`src/core/bwc_defs.vh`:
```
// Offsets, field positions, reset values and mode encodings of the bank
`ifndef BWC_DEFS_VH
`define BWC_DEFS_VH
`define BWC_ADDR_W 7
`define BWC_OFF_TMC 7'h04
`define BWC_OFF_SPC 7'h05
`define BWC_OFF_IWC 7'h06
`define BWC_OFF_EWC 7'h07
`define BWC_OFF_WDC 7'h03
`define BWC_RST_TMC 8'h20
`define BWC_RST_SPC 8'h00
`define BWC_RST_IWC 8'h00
`define BWC_RST_EWC 8'h07
`define BWC_WMASK_TMC 8'hFB
`define BWC_WMASK_SPC 8'h20
`define BWC_WMASK_IWC 8'hC4
`define BWC_WMASK_EWC 8'hA7
`define BWC_FS_TMC_KEEP 8'hE0
`define BWC_FS_TMC_SET 8'h09
`define BWC_FS_EWC_KEEP 8'hA0
`define BWC_FS_EWC_SET 8'h07
`define BWC_RS_EWC_KEEP 8'hA7
`define BWC_RS_IWC_KEEP 8'hC0
`define BWC_BIT_FLASH 7
`define BWC_BIT_LSM 6
`define BWC_BIT_TXDTO 5
`define BWC_BIT_PEAK 5
`define BWC_BIT_T2WK 7
`define BWC_BIT_T1WK 6
`define BWC_BIT_WDOFF 2
`define BWC_BIT_INTG 7
`define BWC_BIT_MEAS 5
`define BWC_BIT_WKC 2
`define BWC_BIT_WKB 1
`define BWC_BIT_WKA 0
`define BWC_BIT_WDOFF_LO 6
`define BWC_MODE_OFF 2'h0
`define BWC_MODE_WAKE 2'h1
`define BWC_MODE_RXONLY 2'h2
`define BWC_MODE_NORMAL 2'h3
`endif

```
`src/core/bwc_regs.v`:
```
// Bus and wake control register bank of the serial interface
`timescale 1ns/1ns
`include "bwc_defs.vh"

module bwc_regs (
  input wire sys_clk_i,
  input wire resetn_i,
  input wire soft_reset_i,
  input wire restart_i,
  input wire fail_safe_entry_i,
  input wire mode_init_i,
  input wire mode_normal_i,
  input wire mode_stop_i,
  input wire chip_select_n_i,
  input wire wr_en_i,
  input wire [6:0] wr_addr_i,
  input wire [7:0] wr_data_i,
  input wire [6:0] rd_addr_i,
  input wire hw_lin_mode_we_i,
  input wire [1:0] hw_lin_mode_i,
  input wire hw_can_mode_we_i,
  input wire [1:0] hw_can_mode_i,
  input wire hw_wdoff_we_i,
  input wire hw_wdoff_i,
  input wire stop_watchdog_off_lo_i,
  input wire [7:0] status_events_i,
  input wire [7:0] wake_events_i,
  output reg [7:0] rd_data_o,
  output reg rd_hit_o,
  output reg spi_fail_o,
  output reg flash_mode_o,
  output reg low_slope_select_o,
  output reg transmit_timeout_enable_o,
  output reg [1:0] lin_port_mode_o,
  output reg [1:0] can_mode_o,
  output reg peak_current_threshold_o,
  output reg second_timer_wake_enable_o,
  output reg first_timer_wake_enable_o,
  output reg watchdog_stop_off_o,
  output reg int_request_o,
  output reg measure_active_o,
  output reg wake_input_a_enable_o,
  output reg wake_input_b_enable_o,
  output reg wake_input_c_enable_o,
  output reg lin_wake_capable_o,
  output reg can_wake_capable_o
);

  // ==========================================================
  // Chip select synchroniser and rising edge
  // ==========================================================
  reg cs_meta_q;
  reg cs_sync_q;
  reg cs_last_q;
  wire cs_rise;

  always @(posedge sys_clk_i) begin
    if (!resetn_i) begin
      cs_meta_q <= 1'b1;
      cs_sync_q <= 1'b1;
      cs_last_q <= 1'b1;
    end else begin
      cs_meta_q <= chip_select_n_i;
      cs_sync_q <= cs_meta_q;
      cs_last_q <= cs_sync_q;
    end
  end

  // Only the second and third flops feed logic; the first may still be settling
  assign cs_rise = cs_sync_q & ~cs_last_q;

  // ==========================================================
  // Register storage
  // ==========================================================
  reg [7:0] tmc_q;
  reg [7:0] tmc_d;
  reg [7:0] spc_q;
  reg [7:0] spc_d;
  reg [7:0] iwc_q;
  reg [7:0] iwc_d;
  reg [7:0] ewc_q;
  reg [7:0] ewc_d;
  reg spi_fail_d;

  // Merges a write into the writable positions only
  function [7:0] bwc_merge;
    input [7:0] old_v;
    input [7:0] new_v;
    input [7:0] wmask;
    begin
      bwc_merge = (old_v & ~wmask) | (new_v & wmask);
    end
  endfunction

  // True when a strobed access targets the given offset
  function bwc_hit;
    input strobe;
    input [6:0] addr;
    input [6:0] offset;
    begin
      bwc_hit = strobe && (addr == offset);
    end
  endfunction

  // True for the wake-capable encoding of a transceiver mode field
  function bwc_is_wake;
    input [1:0] mode;
    begin
      bwc_is_wake = (mode == `BWC_MODE_WAKE);
    end
  endfunction

  // Wake inputs a and b lose their enables while measurement owns them
  function bwc_wake_gate;
    input enable;
    input measure;
    begin
      bwc_wake_gate = enable & ~measure;
    end
  endfunction

  wire wr_tmc = bwc_hit(wr_en_i, wr_addr_i, `BWC_OFF_TMC);
  wire wr_spc = bwc_hit(wr_en_i, wr_addr_i, `BWC_OFF_SPC);
  wire wr_iwc = bwc_hit(wr_en_i, wr_addr_i, `BWC_OFF_IWC);
  wire wr_ewc = bwc_hit(wr_en_i, wr_addr_i, `BWC_OFF_EWC);

  always @* begin
    tmc_d = tmc_q;
    spc_d = spc_q;
    iwc_d = iwc_q;
    ewc_d = ewc_q;
    // Stop-mode peak writes are dropped silently, so this never sets
    spi_fail_d = 1'b0;
    if (wr_tmc)
      tmc_d = bwc_merge(tmc_q, wr_data_i, `BWC_WMASK_TMC);
    if (wr_spc && (mode_init_i || mode_normal_i))
      spc_d = bwc_merge(spc_q, wr_data_i, `BWC_WMASK_SPC);
    if (wr_iwc)
      iwc_d = bwc_merge(iwc_q, wr_data_i, `BWC_WMASK_IWC);
    if (wr_ewc)
      ewc_d = bwc_merge(ewc_q, wr_data_i, `BWC_WMASK_EWC);
    // Hardware updates win over a software write in the same cycle
    if (hw_lin_mode_we_i)
      tmc_d[4:3] = hw_lin_mode_i;
    if (hw_can_mode_we_i)
      tmc_d[1:0] = hw_can_mode_i;
    if (hw_wdoff_we_i)
      iwc_d[`BWC_BIT_WDOFF] = hw_wdoff_i;
    if (restart_i) begin
      spc_d = spc_q & `BWC_WMASK_SPC;
      iwc_d = iwc_q & `BWC_RS_IWC_KEEP;
      ewc_d = ewc_q & `BWC_RS_EWC_KEEP;
    end
    if (fail_safe_entry_i) begin
      tmc_d = (tmc_q & `BWC_FS_TMC_KEEP) | `BWC_FS_TMC_SET;
      ewc_d = (ewc_q & `BWC_FS_EWC_KEEP) | `BWC_FS_EWC_SET;
    end
    tmc_d[2] = 1'b0;
  end

  always @(posedge sys_clk_i) begin
    if (!resetn_i || soft_reset_i) begin
      tmc_q <= `BWC_RST_TMC;
      spc_q <= `BWC_RST_SPC;
      iwc_q <= `BWC_RST_IWC;
      ewc_q <= `BWC_RST_EWC;
      spi_fail_o <= 1'b0;
    end else begin
      tmc_q <= tmc_d;
      spc_q <= spc_d;
      iwc_q <= iwc_d;
      ewc_q <= ewc_d;
      spi_fail_o <= spi_fail_d;
    end
  end

  // ==========================================================
  // Read port, reserved positions masked to zero
  // ==========================================================
  reg [7:0] rd_data_d;
  reg rd_hit_d;

  always @* begin
    rd_data_d = 8'h00;
    rd_hit_d = 1'b1;
    case (rd_addr_i)
      `BWC_OFF_TMC: rd_data_d = tmc_q & `BWC_WMASK_TMC;
      `BWC_OFF_SPC: rd_data_d = spc_q & `BWC_WMASK_SPC;
      `BWC_OFF_IWC: rd_data_d = iwc_q & `BWC_WMASK_IWC;
      `BWC_OFF_EWC: rd_data_d = ewc_q & `BWC_WMASK_EWC;
      default: rd_hit_d = 1'b0;
    endcase
  end

  always @(posedge sys_clk_i) begin
    if (!resetn_i) begin
      rd_data_o <= 8'h00;
      rd_hit_o <= 1'b0;
    end else begin
      rd_data_o <= rd_data_d;
      rd_hit_o <= rd_hit_d;
    end
  end

  // ==========================================================
  // Derived controls
  // ==========================================================
  // LIN options are latched only at frame end so that a half-shifted
  // frame never reaches the transceiver
  always @(posedge sys_clk_i) begin
    if (!resetn_i) begin
      flash_mode_o <= 1'b0;
      low_slope_select_o <= 1'b0;
      transmit_timeout_enable_o <= 1'b1;
    end else if (cs_rise) begin
      flash_mode_o <= tmc_q[`BWC_BIT_FLASH];
      low_slope_select_o <= tmc_q[`BWC_BIT_LSM];
      transmit_timeout_enable_o <= tmc_q[`BWC_BIT_TXDTO];
    end
  end

  // ==========================================================
  // Transceiver modes and bus wake
  // ==========================================================
  always @(posedge sys_clk_i) begin
    if (!resetn_i) begin
      lin_port_mode_o <= `BWC_MODE_OFF;
      can_mode_o <= `BWC_MODE_OFF;
      lin_wake_capable_o <= 1'b0;
      can_wake_capable_o <= 1'b0;
    end else begin
      lin_port_mode_o <= tmc_q[4:3];
      can_mode_o <= tmc_q[1:0];
      // Bus wake comes only from the wake-capable encoding
      lin_wake_capable_o <= bwc_is_wake(tmc_q[4:3]);
      can_wake_capable_o <= bwc_is_wake(tmc_q[1:0]);
    end
  end

  // ==========================================================
  // Supply, timer and stop-mode watchdog controls
  // ==========================================================
  always @(posedge sys_clk_i) begin
    if (!resetn_i) begin
      peak_current_threshold_o <= 1'b0;
      second_timer_wake_enable_o <= 1'b0;
      first_timer_wake_enable_o <= 1'b0;
      watchdog_stop_off_o <= 1'b0;
    end else begin
      peak_current_threshold_o <= spc_q[`BWC_BIT_PEAK];
      second_timer_wake_enable_o <= iwc_q[`BWC_BIT_T2WK];
      first_timer_wake_enable_o <= iwc_q[`BWC_BIT_T1WK];
      // Either deactivation bit turns the stop-mode watchdog off
      watchdog_stop_off_o <= mode_stop_i &
        (iwc_q[`BWC_BIT_WDOFF] | stop_watchdog_off_lo_i);
    end
  end

  // ==========================================================
  // External wake inputs, measurement and interrupt request
  // ==========================================================
  // Status events reach the interrupt only when global mode is chosen
  wire [7:0] int_sources = ewc_q[`BWC_BIT_INTG] ?
    (status_events_i | wake_events_i) : wake_events_i;

  always @(posedge sys_clk_i) begin
    if (!resetn_i) begin
      measure_active_o <= 1'b0;
      wake_input_a_enable_o <= 1'b0;
      wake_input_b_enable_o <= 1'b0;
      wake_input_c_enable_o <= 1'b0;
      int_request_o <= 1'b0;
    end else begin
      measure_active_o <= ewc_q[`BWC_BIT_MEAS] & mode_normal_i;
      wake_input_a_enable_o <= bwc_wake_gate(ewc_q[`BWC_BIT_WKA],
        ewc_q[`BWC_BIT_MEAS]);
      wake_input_b_enable_o <= bwc_wake_gate(ewc_q[`BWC_BIT_WKB],
        ewc_q[`BWC_BIT_MEAS]);
      wake_input_c_enable_o <= ewc_q[`BWC_BIT_WKC];
      int_request_o <= |int_sources;
    end
  end

endmodule // bwc_regs

```
`config.mk`:
```
export PLATFORM = sky130hd
export DESIGN_NAME = bwc_regs
export DESIGN_NICKNAME = d
export VERILOG_FILES = /design/src/core/bwc_regs.v
export VERILOG_INCLUDE_DIRS = /design/src /design/src/core
export SDC_FILE = /design/constraint.sdc
export NUM_CORES = 1
export LEC_CHECK = 0
export ABC_AREA = 1
export BUFFER_PORTS_ARGS = -buffer_cell sky130_fd_sc_hd__buf_2
export CELL_PAD_IN_SITES_DETAIL_PLACEMENT = 1
export CELL_PAD_IN_SITES_GLOBAL_PLACEMENT = 2
export CORE_MARGIN = 5
export CORE_UTILIZATION = 27
export DETAILED_ROUTE_END_ITERATION = 12
export PLACE_DENSITY = 0.92
export SYNTH_ARGS = -nofsm -noshare
export SYNTH_HDL_FRONTEND = slang
export SYNTH_SLANG_ARGS = --single-unit
```
`constraint.sdc`:
```
create_clock -name sys_clk_i -period 1.2 [get_ports sys_clk_i]
set_input_delay 0 -clock sys_clk_i [delete_from_list [all_inputs] [get_ports sys_clk_i]]
set_output_delay 0 -clock sys_clk_i [all_outputs]
set_load 0.01 [all_outputs]
```
==> flow_summary.toml <==
[placement]
post-place-cells = 440
port_buffers = 83
gp_congestion = 0.726
dp_hpwl_mm = 4.62

[critical_path]
crit_chain = "dlygate4sd3_1, buf_2, or2_2, nand3_1, nand2_1, nand2_1, nor2_1"
critPathKind = "in2reg"
slowest_delay_ns = 0.52
critical_path_arrival_ns = 1.21
crit_top_cell = "nand2_1"
crit_slowest_cell = "dlygate4sd3_1"
worst-r2r-setup-slack_ns = 0.30
path_delay_family = "buffers and inverters"
cp.required_ns = 1.40
cp.buffers_inverters = 2
cp_max_fo = 2
crit_path_start_kind = "primary input"
cp-end-kind = "flop"

[layout]
seqCellArea_sq_um = 921
nFillCells = 939
final_layout_size_suffix_gt1_share_pct = 32.6
fin_cells = 458
final_core_util_pct = 37.4
final_cell_mix = "buf_2 (83), nand2_1 (56), dfxtp_1 (46)"
final_common_cell = "buf_2"
num_antenna_cells = 0
num-nets-final = 415
area_growth_pct = 36.1
multiInputGateArea_sq_um = 893

[cts]
post-cts-setup-buffers = 0
cts_tree = "built"
root_buffer = "clkbuf_8"
clk_pin_slew_ns = 0.09
clockBufferDepth = 2
clk_latency_ns = 0.30
clock_sinks = 46
numCtsBuffers = 5
htreeDepth = 2

[sta]
drv_slew = 0
skew_ns = 0.00926
fin_hold_ws_ns = 0.00624
period_minus_slack_ns = 1.02
rsz0062_at_grt = "no"
fmax_ghz = 0.984
setup_viol = 0
tns_ns = 0
hold_viol = 0
fin_crit_sh_pct = 84.7

[floorplan]
initial_core_util_pct = 27.5
row_count = 31
die_area_sq_um = 9150
core-area_sq_um = 7210
io_pins = 85
dieWidth_microns = 95.7
die_h_microns = 95.7

[drt]
wire_per_inst_microns = 12.1
routed_wl_mm = 5.52
detail_route.vias_per_cell = 4.28
drc = 0
detail-route-antenna-nets = 0
dr_total_vias = 1959
first_iter_violations = 49
drt-pass1-iter-count = 4

[global_routing]
antenna_found_initial = 0
grt.overflow.total = 0
grt_pass1_vias = 1993
grt_pass1_wl_mm = 9.03
grt_max_degree = 17
gr-usage-all-layers_pct = 12.6

[power_and_ir_drop]
power_mw = 2.88
p_per_area_nw_per_um2 = 1070
p_leak_nw = 1.43
vdd_ir_drop_max_mv = 0.444

[yosys]
synth.cell_area_sq_um = 1980
yosys_warnings = 0
mappedNetlistNets = 317
synthArstFlopShare_pct = 0
synth_ff_type = "dfxtp_1"
synth_area_per_cell_sq_um = 7.62
synth-edff-count = 0
seq_area_frac_synth_pct = 46.5
ys_ff_latch = 46
synthCells = 260
ys_types = 26

[outcome]
status = "completed"

[run]
cap_violations = 0

[hold_path]
hp-class = "in2reg"
-- cell usage after synthesis, types with 3 or more instances --
| library cell | number | area, sq um |
|---|---|---|
| dfxtp_1 | 46 | 921 |
| a21oi_1 | 13 | 65.1 |
| nor2_2 | 3 | 18.8 |
| inv_1 | 30 | 113 |
| inv_2 | 5 | 18.8 |
| o21ai_0 | 6 | 30.0 |
| nor2_1 | 38 | 143 |
| nand3_1 | 30 | 150 |
| nor2_8 | 3 | 60.1 |
| or2_2 | 3 | 18.8 |
| nand2_1 | 56 | 210 |
| nand4_1 | 8 | 50.1 |
-- metrics by stage --
stage,cell area (sq um),setup WS (ns)
6_report,2700,0.184
5_1_grt,2700,0.132
4_1_cts,2700,0.188
3_5_place_dp,2500,0.233
3_3_place_gp,2500,0.273
2_1_floorplan,1980,0.433
-- state kept, by name, summed over array words and instances (netlist names), 2 cells and up --
signal           cells
lin_port_mode_o      2
ewc_q                5
rd_data_o            8
can_mode_o           2
iwc_q                3
tmc_q                7
-- per-layer routing --
metal | up-vias | GRT usage [%] | routed length (microns)
li1 | 1012 | - | -
met1 | 885 | 14.3 | 2420
met2 | 56 | 23.0 | 2720
met4 | 0 | 3.91 | 78
met5 | - | 0 | 0
met3 | 6 | 2.92 | 309
-- power breakdown --
part	leakage [nW]	switching, mW	internal (mW)
Sequential	0.374	0.0114	1.55
Combinational	1.02	0.189	0.153
Clock	0.0408	0.552	0.417
Total	1.43	0.753	2.12
-- layout make-up --
cell class	instances	area share, %
clock inverters	3	0.882
flip-flops and latches	46	34.2
inverters	36	5.01
clock buffers	5	2.55
repair buffers	95	19.7
well taps	99	4.59
multi-input cells	174	33.1
-- worst paths after layout --
check                           cells after the start                        end                 start
worst max register to register                      4  flash_mode_o$_SDFFE_PN0P_  cs_sync_q$_SDFF_PN1_
worst max-delay path                                7      spc_q[5]$_SDFFE_PP0P_         mode_normal_i
worst min-delay path                                3      ewc_q[1]$_SDFFE_PP1P_          wr_data_i[1]
worst min register to register                      1       cs_sync_q$_SDFF_PN1_  cs_meta_q$_SDFF_PN1_
-- worst min-delay path, cell delays in order --
cell	delay [ns]
buf_2	0.09
inv_1	0.07
o211ai_1	0.09
-- timing repair --
action                     CTS  global route
setup endpoints to repair    0             0
hold buffers                10             0
gates resized for setup      0             0
hold endpoints to repair    10             0
-- cells by family (layout without fill, tap and decap cells) --
family,after synthesis,after routing,share of synthesized area [%]
simple gates,153,153,39.7
other cells,1,1,0.189
buf+inv,40,139,8.40
flops,46,46,46.5
compound gates,20,20,5.18
Power figures use the tool's default switching activity.
